$ cat config.mk
export PLATFORM = sky130hd
export DESIGN_NAME = accr_top
export DESIGN_NICKNAME = d
export VERILOG_FILES = /design/src/accr_window.v /design/src/accr_sequencer.v /design/src/accr_top.v
export VERILOG_INCLUDE_DIRS = /design/src
export SDC_FILE = /design/constraint.sdc
export NUM_CORES = 1
export LEC_CHECK = 0
export BUFFER_PORTS_ARGS = -buffer_cell sky130_fd_sc_hd__buf_4
export CORE_UTILIZATION = 40
export DETAILED_ROUTE_END_ITERATION = 12
export REMOVE_ABC_BUFFERS = 1
export SYNTH_ARGS = -nofsm -noshare
export SYNTH_HDL_FRONTEND = slang
export SYNTH_SLANG_ARGS = --single-unit
$ cat constraint.sdc
create_clock -name pclk -period 3.4 [get_ports pclk]
set_clock_uncertainty 0.15 [all_clocks]
set_input_delay 0.34 -clock pclk [delete_from_list [all_inputs] [get_ports pclk]]
set_output_delay 0.34 -clock pclk [all_outputs]
set_load 0.03 [all_outputs]
$ cat src/accr_regs.vh
`ifndef ACCR_REGS_VH
`define ACCR_REGS_VH

// ----------------------------------------
// Register indices (byte address = 4 * index)
// ----------------------------------------
`define ACCR_IDX_CHAN      5'h06
`define ACCR_IDX_CMD       5'h08
`define ACCR_IDX_EVT       5'h09
`define ACCR_IDX_IEN       5'h0A
`define ACCR_IDX_FLG       5'h0B
`define ACCR_IDX_DBG       5'h0C
`define ACCR_IDX_TEMP      5'h0D
`define ACCR_IDX_RESL      5'h10
`define ACCR_IDX_RESH      5'h11
`define ACCR_IDX_WLOL      5'h12
`define ACCR_IDX_WLOH      5'h13
`define ACCR_IDX_MODE      5'h18
`define ACCR_IDX_WHIL      5'h19
`define ACCR_IDX_WHIH      5'h1A

// ----------------------------------------
// Field positions
// ----------------------------------------
`define ACCR_BIT_LAUNCH    0
`define ACCR_BIT_EVTEN     0
`define ACCR_BIT_RDY       0
`define ACCR_BIT_WIN       1
`define ACCR_BIT_RUN_WHILE_HALTED    0
`define ACCR_BIT_CONT      0
`define ACCR_POS_ACC       1
`define ACCR_POS_WCS       4

// ----------------------------------------
// Reset values
// ----------------------------------------
`define ACCR_RST_BYTE      8'h00
`define ACCR_RST_WORD      16'h0000

// ----------------------------------------
// Channel codes
// ----------------------------------------
`define ACCR_CH_PIN_LAST   5'h0B
`define ACCR_CH_DAC        5'h1C
`define ACCR_CH_GND        5'h1F

// ----------------------------------------
// Window modes and limits
// ----------------------------------------
`define ACCR_WIN_NONE      3'h0
`define ACCR_WIN_BELOW     3'h1
`define ACCR_WIN_ABOVE     3'h2
`define ACCR_WIN_INSIDE    3'h3
`define ACCR_WIN_OUTSIDE   3'h4
`define ACCR_SAMPLE_MAX    10'h3FF
`define ACCR_ACC_MAX_CODE  3'h6

`endif

$ cat src/accr_window.v
`timescale 1ns/1ns
`include "accr_regs.vh"

module accr_window (
	input  wire [15:0] value,
	input  wire [15:0] lower,
	input  wire [15:0] upper,
	input  wire [2:0]  mode,
	output reg         match
);

	// ----------------------------------------
	// Window condition
	// ----------------------------------------
	always @* begin
		case (mode)
			`ACCR_WIN_BELOW:   match = value < lower;
			`ACCR_WIN_ABOVE:   match = value > upper;
			`ACCR_WIN_INSIDE:  match = (value > lower) && (value < upper);
			`ACCR_WIN_OUTSIDE: match = (value < lower) || (value > upper);
			default:           match = 1'b0;
		endcase
	end

endmodule // accr_window

$ cat src/accr_sequencer.v
`timescale 1ns/1ns
`include "accr_regs.vh"

module accr_sequencer (
	input  wire        pclk,
	input  wire        presetn,
	input  wire        start_req,
	input  wire        continuous,
	input  wire [2:0]  accumulation_count,
	input  wire [4:0]  channel_sel,
	input  wire        halted,
	input  wire        sample_valid,
	input  wire [11:0] sample_raw,
	output reg         sample_start,
	output reg  [4:0]  sample_channel,
	output wire        busy,
	output reg         done,
	output reg  [15:0] result
);

	localparam [1:0] ST_IDLE = 2'd0;
	localparam [1:0] ST_REQ  = 2'd1;
	localparam [1:0] ST_WAIT = 2'd2;

	reg  [1:0]  state_q;
	reg  [15:0] acc_q;
	reg  [6:0]  cnt_q;
	reg  [2:0]  code_q;
	wire [9:0]  clipped;
	wire [15:0] sum;
	wire [6:0]  target;
	wire [4:0]  route;

	// ----------------------------------------
	// Input routing, reserved codes to ground
	// ----------------------------------------
	assign route = (channel_sel <= `ACCR_CH_PIN_LAST || channel_sel >= `ACCR_CH_DAC) ?
		channel_sel : `ACCR_CH_GND;

	// ----------------------------------------
	// Clipping and accumulation
	// ----------------------------------------
	assign clipped = sample_raw[11] ? 10'h000 :
		(sample_raw[10] ? `ACCR_SAMPLE_MAX : sample_raw[9:0]);
	assign sum     = acc_q + {6'h00, clipped};
	assign target  = 7'h01 << code_q;
	assign busy    = state_q != ST_IDLE;

	// ----------------------------------------
	// Conversion sequence
	// ----------------------------------------
	always @(posedge pclk or negedge presetn) begin
		if (!presetn) begin
			state_q        <= ST_IDLE;
			acc_q          <= `ACCR_RST_WORD;
			cnt_q          <= 7'h00;
			code_q         <= 3'h0;
			sample_start   <= 1'b0;
			sample_channel <= 5'h00;
			done           <= 1'b0;
			result         <= `ACCR_RST_WORD;
		end else begin
			sample_start <= 1'b0;
			done         <= 1'b0;
			case (state_q)
				ST_IDLE: begin
					if (start_req) begin
						state_q        <= ST_REQ;
						sample_channel <= route;
						acc_q          <= `ACCR_RST_WORD;
						cnt_q          <= 7'h00;
						code_q         <= (accumulation_count > `ACCR_ACC_MAX_CODE) ?
							3'h0 : accumulation_count;
					end
				end
				ST_REQ: begin
					if (!halted) begin
						sample_start <= 1'b1;
						state_q      <= ST_WAIT;
					end
				end
				ST_WAIT: begin
					if (sample_valid) begin
						if (cnt_q + 7'h01 == target) begin
							result <= sum;
							done   <= 1'b1;
							acc_q  <= `ACCR_RST_WORD;
							cnt_q  <= 7'h00;
							if (continuous) begin
								state_q        <= ST_REQ;
								sample_channel <= route;
								code_q         <= (accumulation_count > `ACCR_ACC_MAX_CODE) ?
									3'h0 : accumulation_count;
							end else begin
								state_q <= ST_IDLE;
							end
						end else begin
							acc_q   <= sum;
							cnt_q   <= cnt_q + 7'h01;
							state_q <= ST_REQ;
						end
					end
				end
				default: state_q <= ST_IDLE;
			endcase
		end
	end

endmodule // accr_sequencer

$ cat src/accr_top.v
// Functional notes
// - Five-bit code routes pins, DAC, reference, sensor, ground
// - Channel change waits for running conversion end
// - Start bit launches one, or first free-run
// - Start bit reads busy, self-clears at end
// - Enabled event starts conversion like software
// - Request only when flag and enable set
// - Result-ready flag sets on every finished measurement
// - Window flag sets when condition met at end
// - Flags clear by one-write or result read
// - Debug halt stops conversions and ignores events
// - Shared eight-bit temporary byte, readable and writable
// - Low byte at base, high byte base+1
// - Single samples clip to 0x000..0x3FF
// - Accumulated result never exceeds 0xFFC0
// - Ten-bit sample into sixteen-bit read-only result
// - Window compares only the final accumulated value
// - Window mode selects below, above, inside, outside
// - Free-run restarts immediately, flag per result
// - Accumulate 1 to 64 samples, code 7 reserved
`timescale 1ns/1ns
`include "accr_regs.vh"

module accr_top #(
	parameter AW = 8
) (
	input  wire          pclk,
	input  wire          presetn,
	input  wire          psel,
	input  wire          penable,
	input  wire          pwrite,
	input  wire [AW-1:0] paddr,
	input  wire [31:0]   pwdata,
	output reg  [31:0]   prdata,
	output wire          pready,
	output wire          pslverr,
	input  wire          event_in,
	input  wire          debug_halt,
	input  wire          sample_valid,
	input  wire [11:0]   sample_raw,
	output wire          sample_start,
	output wire [4:0]    sample_channel,
	output wire          irq_request
);

	// ----------------------------------------
	// Declarations
	// ----------------------------------------
	reg  [4:0]  chan_q;
	reg         evt_en_q;
	reg  [1:0]  ien_q;
	reg  [1:0]  flags_q;
	reg  [1:0]  flags_d;
	reg         dbg_run_q;
	reg  [7:0]  temp_q;
	reg  [15:0] win_lo_q;
	reg  [15:0] win_hi_q;
	reg         cont_q;
	reg  [2:0]  acc_cnt_q;
	reg  [2:0]  wcs_q;
	reg         pready_q;
	reg         perr_q;
	reg  [7:0]  rd_d;
	reg         hit_d;
	wire [4:0]  idx;
	wire        addr_ok;
	wire        access;
	wire        wr_done;
	wire        rd_done;
	wire [7:0]  wb;
	wire        halted;
	wire        sw_start;
	wire        ev_start;
	wire        busy;
	wire        done;
	wire [15:0] result;
	wire        match;
	wire        res_read;
	wire [1:0]  flag_set;
	wire [1:0]  flag_clr;

	// ----------------------------------------
	// Address decode
	// ----------------------------------------
	assign idx     = paddr[6:2];
	assign addr_ok = (paddr[1:0] == 2'b00) && (paddr[AW-1:7] == {(AW-7){1'b0}}) && hit_d;
	assign access  = psel && penable;
	assign wr_done = access && pready_q && pwrite && addr_ok;
	assign rd_done = access && pready_q && !pwrite && addr_ok;
	assign wb      = pwdata[7:0];
	assign pready  = pready_q;
	assign pslverr = perr_q;

	// ----------------------------------------
	// Read multiplexer
	// ----------------------------------------
	always @* begin
		rd_d  = 8'h00;
		hit_d = 1'b1;
		case (idx)
			`ACCR_IDX_CHAN: rd_d = {3'b000, chan_q};
			`ACCR_IDX_CMD:  rd_d = {7'h00, busy};
			`ACCR_IDX_EVT:  rd_d = {7'h00, evt_en_q};
			`ACCR_IDX_IEN:  rd_d = {6'h00, ien_q};
			`ACCR_IDX_FLG:  rd_d = {6'h00, flags_q};
			`ACCR_IDX_DBG:  rd_d = {7'h00, dbg_run_q};
			`ACCR_IDX_TEMP: rd_d = temp_q;
			`ACCR_IDX_RESL: rd_d = result[7:0];
			`ACCR_IDX_RESH: rd_d = temp_q;
			`ACCR_IDX_WLOL: rd_d = win_lo_q[7:0];
			`ACCR_IDX_WLOH: rd_d = temp_q;
			`ACCR_IDX_MODE: rd_d = {1'b0, wcs_q, acc_cnt_q, cont_q};
			`ACCR_IDX_WHIL: rd_d = win_hi_q[7:0];
			`ACCR_IDX_WHIH: rd_d = temp_q;
			default:        hit_d = 1'b0;
		endcase
	end

	// ----------------------------------------
	// APB handshake, one wait state
	// ----------------------------------------
	always @(posedge pclk or negedge presetn) begin
		if (!presetn) begin
			pready_q <= 1'b0;
			perr_q   <= 1'b0;
			prdata   <= 32'h0000_0000;
		end else begin
			if (access && !pready_q) begin
				pready_q <= 1'b1;
				perr_q   <= !addr_ok;
				prdata   <= (!pwrite && addr_ok) ? {24'h00_0000, rd_d} : 32'h0000_0000;
			end else begin
				pready_q <= 1'b0;
				perr_q   <= 1'b0;
			end
		end
	end

	// ----------------------------------------
	// Channel selection
	// ----------------------------------------
	always @(posedge pclk or negedge presetn) begin
		if (!presetn) begin
			chan_q <= 5'h00;
		end else if (wr_done && idx == `ACCR_IDX_CHAN) begin
			chan_q <= wb[4:0];
		end
	end

	// ----------------------------------------
	// Event, interrupt enable and debug control
	// ----------------------------------------
	always @(posedge pclk or negedge presetn) begin
		if (!presetn) begin
			evt_en_q  <= 1'b0;
			ien_q     <= 2'b00;
			dbg_run_q <= 1'b0;
		end else if (wr_done) begin
			if (idx == `ACCR_IDX_EVT) begin
				evt_en_q <= wb[`ACCR_BIT_EVTEN];
			end
			if (idx == `ACCR_IDX_IEN) begin
				ien_q <= wb[1:0];
			end
			if (idx == `ACCR_IDX_DBG) begin
				dbg_run_q <= wb[`ACCR_BIT_RUN_WHILE_HALTED];
			end
		end
	end

	// ----------------------------------------
	// Mode control
	// ----------------------------------------
	always @(posedge pclk or negedge presetn) begin
		if (!presetn) begin
			cont_q    <= 1'b0;
			acc_cnt_q <= 3'h0;
			wcs_q     <= `ACCR_WIN_NONE;
		end else if (wr_done && idx == `ACCR_IDX_MODE) begin
			cont_q    <= wb[`ACCR_BIT_CONT];
			acc_cnt_q <= wb[`ACCR_POS_ACC+2:`ACCR_POS_ACC];
			wcs_q     <= wb[`ACCR_POS_WCS+2:`ACCR_POS_WCS];
		end
	end

	// ----------------------------------------
	// Temporary byte and sixteen-bit pairs
	// ----------------------------------------
	always @(posedge pclk or negedge presetn) begin
		if (!presetn) begin
			temp_q <= `ACCR_RST_BYTE;
		end else if (wr_done) begin
			if (idx == `ACCR_IDX_TEMP || idx == `ACCR_IDX_WLOL || idx == `ACCR_IDX_WHIL) begin
				temp_q <= wb;
			end
		end else if (rd_done) begin
			case (idx)
				`ACCR_IDX_RESL: temp_q <= result[15:8];
				`ACCR_IDX_WLOL: temp_q <= win_lo_q[15:8];
				`ACCR_IDX_WHIL: temp_q <= win_hi_q[15:8];
				default:        temp_q <= temp_q;
			endcase
		end
	end

	always @(posedge pclk or negedge presetn) begin
		if (!presetn) begin
			win_lo_q <= `ACCR_RST_WORD;
			win_hi_q <= `ACCR_RST_WORD;
		end else if (wr_done) begin
			if (idx == `ACCR_IDX_WLOH) begin
				win_lo_q <= {wb, temp_q};
			end
			if (idx == `ACCR_IDX_WHIH) begin
				win_hi_q <= {wb, temp_q};
			end
		end
	end

	// ----------------------------------------
	// Start sources and debug halt
	// ----------------------------------------
	assign halted   = debug_halt && !dbg_run_q;
	assign sw_start = wr_done && idx == `ACCR_IDX_CMD && wb[`ACCR_BIT_LAUNCH];
	assign ev_start = evt_en_q && event_in && !halted;

	accr_sequencer u_seq (
		.pclk               (pclk),
		.presetn            (presetn),
		.start_req          (sw_start || ev_start),
		.continuous         (cont_q),
		.accumulation_count (acc_cnt_q),
		.channel_sel        (chan_q),
		.halted             (halted),
		.sample_valid       (sample_valid),
		.sample_raw         (sample_raw),
		.sample_start       (sample_start),
		.sample_channel     (sample_channel),
		.busy               (busy),
		.done               (done),
		.result             (result)
	);

	// ----------------------------------------
	// Window compare on final value
	// ----------------------------------------
	accr_window u_win (
		.value (result),
		.lower (win_lo_q),
		.upper (win_hi_q),
		.mode  (wcs_q),
		.match (match)
	);

	// ----------------------------------------
	// Interrupt flags, set wins over clear
	// ----------------------------------------
	assign res_read = rd_done && (idx == `ACCR_IDX_RESL || idx == `ACCR_IDX_RESH);
	assign flag_set = {done && match, done};
	assign flag_clr = ({2{wr_done && idx == `ACCR_IDX_FLG}} & wb[1:0]) | {2{res_read}};

	always @* begin
		flags_d = (flags_q & ~flag_clr) | flag_set;
	end

	always @(posedge pclk or negedge presetn) begin
		if (!presetn) begin
			flags_q <= 2'b00;
		end else begin
			flags_q <= flags_d;
		end
	end

	assign irq_request = |(flags_q & ien_q);

endmodule // accr_top

==> run metrics <==
outcome=finished, final reports clean; Async SR Flop Fraction=1.00; fillers=1695; Worst path top cell family by delay=simple AND/OR/NAND/NOR gates; Static Leakage=4.06 nW; Die Height=138 um; area delta synth->final=16.4%; RSZ-0062 raised after global routing=false; VDD IR max=0.401 mV; crit path DAT=3.31 ns; Max stage delay on crit path=0.55 ns; Clock Power Share=0.406; met3 usage=0.0478; largest net degree at the start of global routing=58; Final Hold Vio Count=0; post-synthesis sequential area ratio=0.405; Non-Filler Instances=1066; Total Routed Length=17400 um; CP Depth=8; Synth area leaders=dfrtp_1, mux2_2, ha_1; layout cells sized above 1=0.216; Starting DRT DRC Count=269; PD cells=527 nW/um2; max-cap viol count=0; H-tree depth=4; Ys Warns=0; post-synth top area cell=dfrtp_1; sw frac=0.301; cells on worst reg2reg path=8; PnR worst setup slack=0.245 ns; critical path capture point=u_seq.result[7]; gpl congestion=0.825; Post CTS Setup Buffer Count=0; iteration count of the initial detailed-routing pass=6; reg2reg start=u_seq.cnt_q[1]; crit-path cells=ha_1 -> nand3_1 -> o21a_1 -> or4b_1 -> a32oi_2 -> and2_4 -> nand3_4 -> mux2_4; hold path startpoint=pwdata[7]; Crit. Startpoint=u_seq.cnt_q[1]; Crit Path Class=flop to flop; Initial Util=0.409; GR Util met1=0.264; share of the synthesized area in the top cell type=0.405; syn_area_per_cell=9.60 um2; clk_lat worst skew=0.42 ns; post-DR vias/cell=5.39; HPWL Detailed=12600 um; # rows=49; Worst Max-Slew Pin Slew=0.728 ns; CP max-delay cell=or4b_1; initial antenna violation count=0; met2 usage=0.323; Die ar.=18900 um2; antenna fix cells=0; sw power=0.00136 W; Yosys reg bits=119; Buf+Inv Stages, Crit Path=0; total CTS buffers=17; count of cell types in the netlist=70; vias in the first global route=5682; Layout Nets=928; placed cell count=1032; Sequential Power Share=0.363; most common cell after layout, fill and taps aside=dfrtp_1; combinational power share=0.231; Die X=138 um; Worst-path clk slew=0.05 ns; clk buf depth=2; ANT nets after route=0; busiest metal layer after global routing=met2; number of buffers added on ports=52; Worst setup SP type=flop; WHS=0.0264 ns; Tmin final=3.15 ns; wire length per cell=16.3 um; worst hold path type=input port to flop; Final Max Tran Viols=0; fin crit share=0.928; number of flops mapped to enable cells by yosys=0; Slew HR=0.511; f_max=317 MHz; Overflow after GRT=0; DR vias=5746; Final setup viols=0; Syn Inst Count=766; crit-path max FO=17; Post-Synthesis Cell Area=7350 um2; I/O pins=101; Crit Reg-Reg Endpoint=u_seq.result[7]; Synth Flop Type=dfrtp_1; most frequent cells in the layout=dfrtp_1, nand2_1, buf_4; post-route DRC violation count=0; area of the core region=18000 um2; Internal=0.00315 W; first-pass GRT wire length=28900 um; Num Clock Sinks=119; pre-CTS setup slack=0.269 ns; All-Layer GR Usage=0.202; flop2flop setup slack=0.25 ns; Clk Tree Root Cell=clkbuf_16; crit end category=flop; worst path required time=3.55 ns; CTS tree=done
sequential cells by signal (all words and copies together), names as in the netlist, 2 cells and up:
signal,cells
acc_cnt_q,3
chan_q,5
flags_q,2
ien_q,2
prdata,8
temp_q,8
u_seq.acc_q,16
u_seq.cnt_q,7
u_seq.code_q,3
u_seq.result,16
u_seq.sample_channel,5
u_seq.state_q,2
wcs_q,3
win_hi_q,16
win_lo_q,16
layout make-up:
cell class	count	area (um2)	area share
Clock buffer	23	478	0.0558
Clock inverter	9	123	0.0143
Inverter	45	169	0.0197
Multi-Input combinational cell	570	3990	0.466
Sequential cell	119	2980	0.348
Tap cell	229	287	0.0335
Timing Repair Buffer	71	538	0.0628
power by group through the flow:
stage          Clock [W]  Combinational [W]  Sequential, W
2_1_floorplan          0           0.000699        0.00161
3_3_place_gp           0            0.00104        0.00165
3_5_place_dp           0            0.00104        0.00166
4_1_cts          0.00187            0.00106        0.00163
5_1_grt          0.00192            0.00118        0.00165
6_report         0.00183            0.00104        0.00164
per-stage QoR:
stage	power [W]	utilization	setup TNS, ns	area [um2]
6_report	0.00451	0.477	0	8560
5_1_grt	0.00475	0.477	0	8560
4_1_cts	0.00456	0.476	0	8560
3_5_place_dp	0.00270	0.442	0	7940
3_3_place_gp	0.00269	0.442	0	7940
2_1_floorplan	0.00231	-	-0.0428	7130
cells in the mapped netlist, drive strengths merged, types with 6 or more instances:
library cell,n
clkbuf,25
mux2,75
nand3,25
or3,6
a21oi,39
mux2i,6
nor2b,12
dfrtp,119
ha,43
nand2,89
nor2,52
nor3,11
o21a,6
buf,30
o211ai,7
a22oi,17
xor2,8
inv,45
a31oi,21
nand4,10
o21ai,28
and3,9
xnor2,10
nand2b,13
kinds of logic (layout without fill, tap and decap cells):
kind of cell	after synthesis	in the layout	synth area share
fa+ha+maj	44	44	0.0759
buf+inv	100	148	0.0653
flops	119	119	0.405
mux	81	81	0.127
simple gates	245	245	0.161
other cells	1	24	0.000510
compound gates	158	158	0.143
xor+xnor	18	18	0.0214
worst min path at each step:
stage,cells after the start,to
after global routing,2,win_hi_q[15]
final,2,win_hi_q[15]
after floorplan,0,acc_cnt_q[0]
after CTS,2,win_hi_q[15]
after detailed placement,1,prdata[7]
after global placement,1,prdata[7]
routing by layer:
layer,vias to the layer above,share of wire
met5,-,0
met4,0,0.017
met3,24,0.046
met2,137,0.47
met1,2760,0.47
li1,2825,-
what timing repair did:
action	CTS	global route
resized for setup	0	1
hold buffers	2	0
setup endpoints to repair	0	1
hold endpoints to repair	55	0
Power figures use the tool's default switching activity.
